**config.mk**
```make
export PLATFORM = sky130hd
export DESIGN_NAME = ifs_fetch_sequencer
export DESIGN_NICKNAME = d
export VERILOG_FILES = /design/src/core/ifs_pkg.sv /design/src/core/ifs_fetch_sequencer.sv
export VERILOG_INCLUDE_DIRS = /design/src /design/src/core
export SDC_FILE = /design/constraint.sdc
export NUM_CORES = 1
export LEC_CHECK = 0
export ABC_AREA = 1
export BUFFER_PORTS_ARGS = -buffer_cell sky130_fd_sc_hd__buf_2
export CAP_MARGIN = 5
export CORE_UTILIZATION = 30
export CTS_CLUSTER_DIAMETER = 200
export DETAILED_ROUTE_END_ITERATION = 7
export RECOVER_POWER = 25
export SLEW_MARGIN = 0
export SYNTH_ARGS = -nofsm -noshare
export SYNTH_HDL_FRONTEND = slang
export SYNTH_SLANG_ARGS = --single-unit
```
**constraint.sdc**
```tcl
create_clock -name clock -period 1.9 [get_ports clock]
set_input_delay 0.095 -clock clock [delete_from_list [all_inputs] [get_ports clock]]
set_output_delay 0.095 -clock clock [all_outputs]
set_load 0.005 [all_outputs]
```
**src/core/ifs_defines.svh**
```systemverilog
// Constants for the instruction fetch sequencer
`ifndef IFS_DEFINES_SVH
`define IFS_DEFINES_SVH
`define IFS_P_W        15
`define IFS_GRP_W      3
`define IFS_P_RST      15'h0000
`define IFS_IRQ_ENTRY  15'h0007
`define IFS_WORD_W     48
`define IFS_HALF_W     24
`define IFS_F_MSB      47
`define IFS_F_LSB      42
`define IFS_J_MSB      41
`define IFS_J_LSB      39
`define IFS_F_ILL_LO   6'h00
`define IFS_F_ILL_HI   6'h3F
`define IFS_F_SELSTOP  6'h3E
`define IFS_SEQ_W      7
`define IFS_SEQ_ZA     7'h01
`define IFS_SEQ_RO     7'h02
`define IFS_SEQ_WO     7'h04
`define IFS_SEQ_ST     7'h08
`define IFS_SEQ_IT     7'h10
`define IFS_SEQ_EXF    7'h20
`define IFS_SEQ_NJ     7'h40
`define IFS_ADDR_W     8
`define IFS_A_CTRL     8'h00
`define IFS_A_BKPT     8'h04
`define IFS_A_PLOAD    8'h08
`define IFS_A_FCODE    8'h0C
`define IFS_A_STATUS   8'h10
`define IFS_A_UHI      8'h14
`define IFS_A_ULO      8'h18
`define IFS_A_SEQ      8'h1C
`define IFS_CTRL_START 0
`define IFS_CTRL_STEP  1
`define IFS_CTRL_MCLR  2
`define IFS_CTRL_SELSW 3
`define IFS_BKPT_EN    15
`define IFS_T1         0
`define IFS_T2         1
`define IFS_T3         2
`define IFS_T4         3
`define IFS_CHAIN_W    4
`define IFS_CHAIN_GO   4'h1
`endif

```
**src/core/ifs_pkg.sv**
```systemverilog
// Types for the instruction fetch sequencer
`include "ifs_defines.svh"
package ifs_pkg;
   typedef enum logic [9:0] {
      S_IDLE  = 10'h001,
      S_SYNC  = 10'h002,
      S_ADV   = 10'h004,
      S_REQ   = 10'h008,
      S_WAIT  = 10'h010,
      S_LOAD  = 10'h020,
      S_CHECK = 10'h040,
      S_DISP  = 10'h080,
      S_EXEC  = 10'h100,
      S_STOP  = 10'h200
   } ifs_state_e_t;

   typedef struct packed {
      logic                  req;
      logic [`IFS_P_W-1:0]   addr;
   } ifs_mem_req_t;

   typedef struct packed {
      ifs_state_e_t             st;
      logic [`IFS_P_W-1:0]      p1;
      logic [`IFS_P_W-1:0]      p2;
      logic                     phase;
      logic [`IFS_WORD_W-1:0]   u;
      logic [`IFS_WORD_W-1:0]   hold;
      logic                     exitSel;
      logic                     stop1;
      logic                     stop2;
      logic                     fault;
      logic                     initStart;
      logic                     skipStop;
      logic                     halfMode;
      logic                     waitStor;
      logic                     initStor;
      logic                     clrFlag;
      logic [1:0]               busy;
      logic [`IFS_CHAIN_W-1:0]  chain;
      logic [2:0]               irqSync;
      logic                     irqLvl;
      logic                     irqPend;
      logic [`IFS_P_W-1:0]      bpVal;
      logic                     bpEn;
      logic                     selSw;
      ifs_mem_req_t             mem;
      logic                     seqStart;
      logic [`IFS_SEQ_W-1:0]    seqSel;
      logic [31:0]              prdata;
      logic                     pready;
      logic                     pslverr;
   } ifs_regs_t;
endpackage

```
**src/core/ifs_fetch_sequencer.sv**
```systemverilog
// Program counter and instruction fetch sequencer with APB control
//
// Our own choices: the placing of the registers and the APB interface to the registers.
`timescale 1ns/1ps
`include "ifs_defines.svh"
module ifs_fetch_sequencer (
   input  wire logic                    clock,
   input  wire logic                    rst_n,
   input  wire logic                    psel,
   input  wire logic                    penable,
   input  wire logic                    pwrite,
   input  wire logic [`IFS_ADDR_W-1:0]  paddr,
   input  wire logic [31:0]             pwdata,
   output logic      [31:0]             prdata,
   output logic                         pready,
   output logic                         pslverr,
   output ifs_pkg::ifs_mem_req_t        memOut,
   input  wire logic                    memResume,
   input  wire logic [`IFS_WORD_W-1:0]  memData,
   output logic                         seqStart,
   output logic      [`IFS_SEQ_W-1:0]   seqSel,
   output logic      [`IFS_HALF_W-1:0]  instrUpper,
   output logic      [`IFS_P_W-1:0]     progAddr,
   output logic                         stopFlag,
   input  wire logic                    exitReq,
   input  wire logic                    exitJump,
   input  wire logic [`IFS_P_W-1:0]     jumpAddr,
   input  wire logic                    irqReq
);
   ifs_pkg::ifs_regs_t q_q;
   ifs_pkg::ifs_regs_t q_d;

   // Grouped carry increment; each bit toggles when the lower group bits
   // and all lower groups are ones
   function automatic logic [`IFS_P_W-1:0] incP(
      input logic [`IFS_P_W-1:0] p);
      logic [`IFS_P_W-1:0] tog;
      logic                grpEn;
      logic                inGrp;
      tog = '0;
      grpEn = 1'b1;
      inGrp = 1'b1;
      for (int i = 0; i < `IFS_P_W; i++) begin
         if (i % `IFS_GRP_W == 0) begin
            inGrp = 1'b1;
         end
         tog[i] = grpEn & inGrp;
         inGrp = inGrp & p[i];
         if (i % `IFS_GRP_W == `IFS_GRP_W - 1) begin
            grpEn = grpEn & inGrp;
         end
      end
      return p ^ tog;
   endfunction

   // Function code to sequence; codes are plain 6-bit hex values
   function automatic logic [`IFS_SEQ_W-1:0] decodeSeq(
      input logic [5:0] f,
      input logic [2:0] j);
      logic [`IFS_SEQ_W-1:0] s;
      s = `IFS_SEQ_RO;
      if (f >= 6'h32 && f <= 6'h37) begin
         s = `IFS_SEQ_ST;
      end else if (f >= 6'h14 && f <= 6'h1B) begin
         s = `IFS_SEQ_IT;
      end else if (f == 6'h3C) begin
         s = `IFS_SEQ_EXF;
      end else if (f == 6'h12 || f == 6'h13 || f == 6'h3D
                   || f == 6'h3E) begin
         s = j[2] ? `IFS_SEQ_WO : `IFS_SEQ_NJ;
      end else if ((f >= 6'h01 && f <= 6'h09) || f == 6'h1C
                   || f == 6'h1D || f == 6'h28 || f == 6'h29
                   || f == 6'h2C || f == 6'h2D) begin
         s = `IFS_SEQ_ZA;
      end else if (f == 6'h10 || f == 6'h11 || f == 6'h27
                   || (f >= 6'h2E && f <= 6'h31)) begin
         s = `IFS_SEQ_WO;
      end
      return s;
   endfunction

   function automatic ifs_pkg::ifs_regs_t clearVal();
      ifs_pkg::ifs_regs_t r;
      r = '0;
      r.st = ifs_pkg::S_IDLE;
      r.p1 = `IFS_P_RST;
      r.p2 = `IFS_P_RST;
      r.initStart = 1'b1;
      return r;
   endfunction

   logic [5:0]            fCode;
   logic                  illegal;
   logic                  bpHit;
   logic                  access;
   logic                  commit;
   logic                  mapped;
   logic                  wrCtrl;
   logic [31:0]           rdMux;

   assign fCode   = q_q.u[`IFS_F_MSB:`IFS_F_LSB];
   assign illegal = (fCode == `IFS_F_ILL_LO) || (fCode == `IFS_F_ILL_HI);
   assign bpHit   = q_q.bpEn && (q_q.p2 == q_q.bpVal);
   assign access  = psel && penable && !q_q.pready;
   assign commit  = psel && penable && q_q.pready;
   assign wrCtrl  = commit && pwrite && paddr == `IFS_A_CTRL;

   always_comb begin
      mapped = 1'b1;
      rdMux = '0;
      case (paddr)
         `IFS_A_CTRL:   rdMux = {28'h0000000, q_q.selSw, 3'h0};
         `IFS_A_BKPT:   rdMux = {16'h0000, q_q.bpEn, q_q.bpVal};
         `IFS_A_PLOAD:  rdMux = {17'h00000, q_q.p1};
         `IFS_A_FCODE:  rdMux = {26'h0000000, fCode};
         `IFS_A_STATUS: rdMux = {q_q.st, q_q.initStart, q_q.fault,
                                 q_q.stop2, q_q.stop1, q_q.exitSel,
                                 q_q.irqPend, 1'b0, q_q.p2};
         `IFS_A_UHI:    rdMux = {8'h00, q_q.u[`IFS_WORD_W-1:`IFS_HALF_W]};
         `IFS_A_ULO:    rdMux = {8'h00, q_q.u[`IFS_HALF_W-1:0]};
         `IFS_A_SEQ:    rdMux = {25'h0000000, q_q.seqSel};
         default:       mapped = 1'b0;
      endcase
   end

   always_comb begin
      q_d = q_q;
      q_d.mem.req = 1'b0;
      q_d.seqStart = 1'b0;
      q_d.phase = !q_q.phase;
      if (q_q.phase) begin
         q_d.p2 = q_q.p1;
      end
      // Three-stage sampler on the interrupt pin; first stage read once
      q_d.irqSync = {q_q.irqSync[1:0], irqReq};
      if (q_q.irqSync[1] == q_q.irqSync[2]) begin
         q_d.irqLvl = q_q.irqSync[2];
         if (q_q.irqSync[2] && !q_q.irqLvl) begin
            q_d.irqPend = 1'b1;
         end
      end
      // APB slave: one wait state, writes land on the completing edge
      q_d.pready = access;
      q_d.pslverr = access && !mapped;
      if (access) begin
         q_d.prdata = rdMux;
      end
      if (commit && pwrite && mapped) begin
         case (paddr)
            `IFS_A_CTRL: q_d.selSw = pwdata[`IFS_CTRL_SELSW];
            `IFS_A_BKPT: begin
               q_d.bpVal = pwdata[`IFS_P_W-1:0];
               q_d.bpEn = pwdata[`IFS_BKPT_EN];
            end
            `IFS_A_PLOAD: begin
               // Manual entry only while halted so fetch never sees a torn P
               if (q_q.st == ifs_pkg::S_IDLE
                   || q_q.st == ifs_pkg::S_STOP) begin
                  q_d.p1 = pwdata[`IFS_P_W-1:0];
               end
            end
            `IFS_A_FCODE: begin
               if (q_q.st == ifs_pkg::S_STOP) begin
                  q_d.u[`IFS_F_MSB:`IFS_F_LSB] = pwdata[5:0];
                  if (pwdata[5:0] != `IFS_F_ILL_LO
                      && pwdata[5:0] != `IFS_F_ILL_HI) begin
                     q_d.fault = 1'b0;
                  end
               end
            end
            default: ;
         endcase
      end
      case (q_q.st)
         ifs_pkg::S_IDLE: begin
            if (wrCtrl && q_q.initStart && (pwdata[`IFS_CTRL_START]
                || pwdata[`IFS_CTRL_STEP])) begin
               q_d.initStart = 1'b0;
               q_d.stop1 = pwdata[`IFS_CTRL_STEP];
               q_d.st = ifs_pkg::S_SYNC;
            end
         end
         ifs_pkg::S_SYNC: begin
            if (q_q.p1 == q_q.p2) begin
               q_d.st = ifs_pkg::S_REQ;
            end
         end
         ifs_pkg::S_ADV: begin
            // Even phase only: the odd phase reloads the second rank
            if (!q_q.phase) begin
               q_d.p1 = incP(q_q.p2);
               q_d.st = ifs_pkg::S_SYNC;
            end
         end
         ifs_pkg::S_REQ: begin
            if (!q_q.busy[q_q.p2[0]]) begin
               q_d.mem.req = 1'b1;
               q_d.mem.addr = q_q.p2;
               q_d.initStor = 1'b1;
               q_d.waitStor = 1'b1;
               q_d.busy[q_q.p2[0]] = 1'b1;
               q_d.st = ifs_pkg::S_WAIT;
            end
         end
         ifs_pkg::S_WAIT: begin
            if (memResume && q_q.waitStor) begin
               q_d.hold = memData;
               q_d.waitStor = 1'b0;
               q_d.initStor = 1'b0;
               q_d.busy[q_q.mem.addr[0]] = 1'b0;
               q_d.halfMode = 1'b0;
               q_d.chain = `IFS_CHAIN_GO;
               q_d.st = ifs_pkg::S_LOAD;
            end
         end
         ifs_pkg::S_LOAD: begin
            q_d.chain = {q_q.chain[`IFS_CHAIN_W-2:0], 1'b0};
            if (q_q.chain[`IFS_T1]) begin
               q_d.exitSel = !q_q.halfMode;
               q_d.clrFlag = 1'b1;
            end
            if (q_q.chain[`IFS_T2] && q_q.clrFlag) begin
               q_d.u[`IFS_WORD_W-1:`IFS_HALF_W] = '0;
               if (!q_q.halfMode) begin
                  q_d.u[`IFS_HALF_W-1:0] = '0;
               end
            end
            if (q_q.chain[`IFS_T3]) begin
               q_d.clrFlag = 1'b0;
               if (q_q.halfMode) begin
                  q_d.u[`IFS_WORD_W-1:`IFS_HALF_W] =
                     q_q.u[`IFS_HALF_W-1:0];
               end else begin
                  q_d.u = q_q.hold;
               end
            end
            if (q_q.chain[`IFS_T4]) begin
               q_d.st = ifs_pkg::S_CHECK;
            end
         end
         ifs_pkg::S_CHECK: begin
            // A step, breakpoint or illegal code withholds the final fetch step
            if (q_q.stop1 || bpHit || illegal) begin
               q_d.stop2 = 1'b1;
               q_d.stop1 = 1'b0;
               q_d.fault = illegal;
               q_d.st = ifs_pkg::S_STOP;
            end else begin
               q_d.st = ifs_pkg::S_DISP;
            end
         end
         ifs_pkg::S_DISP: begin
            q_d.seqSel = decodeSeq(fCode,
                                   q_q.u[`IFS_J_MSB:`IFS_J_LSB]);
            if (q_d.seqSel == `IFS_SEQ_NJ && fCode == `IFS_F_SELSTOP
                && q_q.selSw && !q_q.skipStop) begin
               q_d.stop2 = 1'b1;
               q_d.st = ifs_pkg::S_STOP;
            end else begin
               q_d.seqStart = 1'b1;
               q_d.skipStop = 1'b0;
               q_d.st = ifs_pkg::S_EXEC;
            end
         end
         ifs_pkg::S_EXEC: begin
            // The selected sequence may still be finishing after its exit
            if (exitReq) begin
               if (exitJump) begin
                  q_d.p1 = jumpAddr;
                  q_d.st = ifs_pkg::S_SYNC;
               end else if (q_q.irqPend) begin
                  q_d.p1 = `IFS_IRQ_ENTRY;
                  q_d.irqPend = &q_q.irqSync[2:1] && !q_q.irqLvl;
                  q_d.st = ifs_pkg::S_SYNC;
               end else if (q_q.exitSel) begin
                  q_d.halfMode = 1'b1;
                  q_d.chain = `IFS_CHAIN_GO;
                  q_d.st = ifs_pkg::S_LOAD;
               end else begin
                  q_d.st = ifs_pkg::S_ADV;
               end
            end
         end
         ifs_pkg::S_STOP: begin
            // Restart skips the checks so a breakpoint word runs once
            if (wrCtrl && !q_q.fault && (pwdata[`IFS_CTRL_START]
                || pwdata[`IFS_CTRL_STEP])) begin
               q_d.stop2 = 1'b0;
               q_d.skipStop = 1'b1;
               q_d.stop1 = pwdata[`IFS_CTRL_STEP];
               q_d.st = ifs_pkg::S_DISP;
            end
         end
         default: q_d.st = ifs_pkg::S_IDLE;
      endcase
      // Step while running arms the first stop flag; set beats clear
      if (wrCtrl && pwdata[`IFS_CTRL_STEP]
          && q_q.st != ifs_pkg::S_IDLE && q_q.st != ifs_pkg::S_STOP) begin
         q_d.stop1 = 1'b1;
      end
      if (wrCtrl && pwdata[`IFS_CTRL_MCLR]) begin
         q_d = clearVal();
      end
   end
   always_ff @(posedge clock) begin
      if (!rst_n) begin
         q_q <= clearVal();
      end else begin
         q_q <= q_d;
      end
   end
   assign prdata     = q_q.prdata;
   assign pready     = q_q.pready;
   assign pslverr    = q_q.pslverr;
   assign memOut     = q_q.mem;
   assign seqStart   = q_q.seqStart;
   assign seqSel     = q_q.seqSel;
   assign instrUpper = q_q.u[`IFS_WORD_W-1:`IFS_HALF_W];
   assign progAddr   = q_q.p2;
   assign stopFlag   = q_q.stop2;
endmodule

```
==> run metrics <==
Final Max Tran Viols 0; Worst Clk Skew 0.0116 ns; Yosys cell types 45; die width 203 um; placed cell areas 13,600 um2; initial antenna violation count 0; root buffer cell clkbuf_16; crit path kind reg -> reg; pre-CTS setup slack 0.0109 ns; Sink Count 232; post-synthesis mux area share 0; prevailing post-synth register cell dfxtp_1; Seq/Total Area, Yosys 0.383; Worst slew margin 0.673; Synth Area in Simple Gates 0.233; CTS clk-pin slew, worst paths 0.06 ns; worst reg-to-reg path cell count 9; Yosys Warn Count 0; GRT Total Usage 0.203; max cap viols 0; Critical Path AT 2.25 ns; Max clock buf depth 3; final worst slack 0.0867 ns; Lkg Pwr 6.09 nW; Mapped Nets 1,889; number of buffers created by CTS 27; RR Endpoint instrUpper[18]; DRC Markers 0; xor/xnor share of the synthesized area 0.00577; H-tree levels 1; combinational family with the most area after synthesis simple AND/OR/NAND/NOR gates; layout cells sized above 1 0.178; vias in the first global route 11,400; setup TNS 0 ns; Startpoint Class flop; wire per inst 17.0 um; CTS tree yes; RSZ-0062 raised after global routing yes; CP Capture Type flop; Final Cycle Share 0.954; non-filler instance count after layout 2,536; # diodes 0; GP Congestion 0.937; Slowest cell on crit path dfxtp_1; synthesized cell area 12,100 um2; final hold viol count 0; Synth Register Bits 232; Hold Path Class in -> reg; EDFF count, synth 0; Critical Path RT 2.34 ns; IO Port Bufs 193; Highest Clock Rate 551 MHz; Via density 4.85; Period minus WS final 1.81 ns; Power, Total 11.7 mW; P&R area growth vs syn 26.2%; Starting Density 0.305; Mapped Cells 1,770; Min-Delay Path Depth 3; post-route ant nets 0; first-pass GRT wire length 65,400 um; dpl hpwl 33,000 um; die footprint 41,300 um2; outcome finished clean; Synth Area in Adders 0.00721; Synth Area in Compound Gates 0.212; Critical path origin q_q[228]; core area 39,800 um2; Cell Chain, Critical Path nor2_2, nand2_4, nor2_8, nand3_4, nor2_2, buf_4, nand2_1, o211ai_1, a21oi_1; Routed WL 43,000 um; most frequent CP cell nor2_2; Critical R2R Launch q_q[228]; syn_area_per_cell 6.86 um2; DP Cell Count 2,410; clock latency on the worst-skew pair 0.56 ns; Worst-Margin Slew 0.486 ns; power density cells 765 nW/um2; CP Max Fanout 6; Worst R2R Setup Slack 0.09 ns; Rows 73; design area 15,300 um2; asr flop ratio synth 0; via count 12,300; largest net degree at the start of global routing 85; # setup viols final 0; Critical Path End instrUpper[18]; drt first pass iters 5; Critical Path Max Stage Delay 0.34 ns; Detailed Route Iter0 Violations 1,034; Worst IR Drop VDD 0.650 mV; grt ovf 0; Die Y 203 um; Nets 2,111; total I/O pin count 210
==> cells in the mapped netlist (2+ instances only) <==
master     number  area share
nand2_1       384        0.12
dfxtp_1       232        0.38
a21oi_1       219       0.090
inv_1         208       0.064
o21ai_0       148       0.061
nor2_1        140       0.043
buf_4          96       0.059
nand3_1        49       0.020
buf_2          41       0.017
clkbuf_1       39       0.012
nand4_1        27       0.014
o32ai_1        24       0.017
o22ai_1        23       0.012
o211ai_1       20       0.012
nor3_1         17      0.0070
a22oi_1        10      0.0062
inv_2          10      0.0031
nor2_2         10      0.0052
o21ai_1         8      0.0033
ha_1            7      0.0072
nor2_4          7      0.0065
o2bb2ai_1       5      0.0036
xnor2_1         5      0.0036
nand2_4         4      0.0037
nand3_2         4      0.0033
clkinv_1        3     0.00093
nand2_2         3      0.0015
xor2_1          3      0.0022
a211oi_1        2      0.0012
a221oi_1        2      0.0014
a31oi_1         2      0.0010
buf_1           2     0.00062
buf_6           2      0.0019
nand3_4         2      0.0029
nand3b_1        2      0.0012
==> cell usage in the layout, fill, tap and decap left out, types with 5 or more instances in the layout <==
cell type / n
o21ai_0: 143
nor3_1: 17
o32ai_1: 24
bufinv_16: 5
a22oi_1: 9
nand3_2: 7
nor2_2: 14
nor2_1: 134
xnor2_1: 5
nand4_1: 27
o21ai_1: 12
clkbuf_16: 27
clkinv_2: 7
buf_4: 92
o211ai_1: 20
nand2_1: 382
a21oi_1: 217
nor2_4: 9
buf_12: 12
o2bb2ai_1: 5
nand3_1: 46
ha_1: 6
buf_2: 144
dfxtp_1: 228
inv_2: 11
nand2_4: 5
dlygate4sd3_1: 77
inv_1: 208
clkbuf_1: 53
o22ai_1: 23
==> through the flow <==
step	util	hold slack, ns
2_1_floorplan	-	0.207
3_3_place_gp	0.341	0.331
3_5_place_dp	0.341	0.335
4_1_cts	0.384	0.00161
5_1_grt	0.385	0.0351
6_report	0.385	0.0151
==> power breakdown <==
group	internal (mW)	switching (mW)	total (mW)
combinational	0.489	0.731	1.22
clock	3.39	2.14	5.53
sequential	4.92	0.0482	4.97
total	8.80	2.92	11.7
==> critical path: cells and delay by family, from the launching register on <==
kind	cells	cell delay (ns)
AOI/OAI and AO/OA	2	0.22
buffers and inverters	1	0.17
DFF	1	0.34
and+or+nand+nor	6	0.96
==> worst min-delay path by stage <==
stage,startpoint,end,slack (ns)
2_1_floorplan,irqReq,q_q[77],0.21
3_3_place_gp,irqReq,q_q[77],0.33
3_5_place_dp,irqReq,q_q[77],0.33
4_1_cts,pwdata[4],q_q[64],0.002
5_1_grt,pwdata[4],q_q[64],0.04
6_report,pwdata[4],q_q[64],0.02
==> routing by layer <==
layer | routed length, um | track usage | vias up
met2 | 19000 | 0.321 | 424
met4 | 1100 | 0.0550 | 0
li1 | - | - | 6150
met1 | 19800 | 0.286 | 5660
met5 | 0 | 0 | -
met3 | 3130 | 0.0320 | 57
==> layout make-up <==
class	count	area, um2
repair buffers	374	2610
well taps	525	657
clock buffers	34	732
inverters	221	830
multi-input cells	1136	5640
flip-flops and latches	232	4650
fillers	4234	24500
clock inverters	14	201
==> logic make-up after synthesis <==
kind of cell	after synthesis
fa+ha+maj	7
xor+xnor	8
simple gates	655
flops	232
compound gates	466
buf+inv	402
==> what timing repair did <==
item,4_1_cts,5_1_grt
resized for setup,1,27
buffers inserted,0,1
hold buffers,77,0
endpoints found under the setup margin,1,66
hold endpoints to repair,80,0
pin swaps,0,4
cloned,0,0
Note: power is estimated with default switching activity, not from simulation.
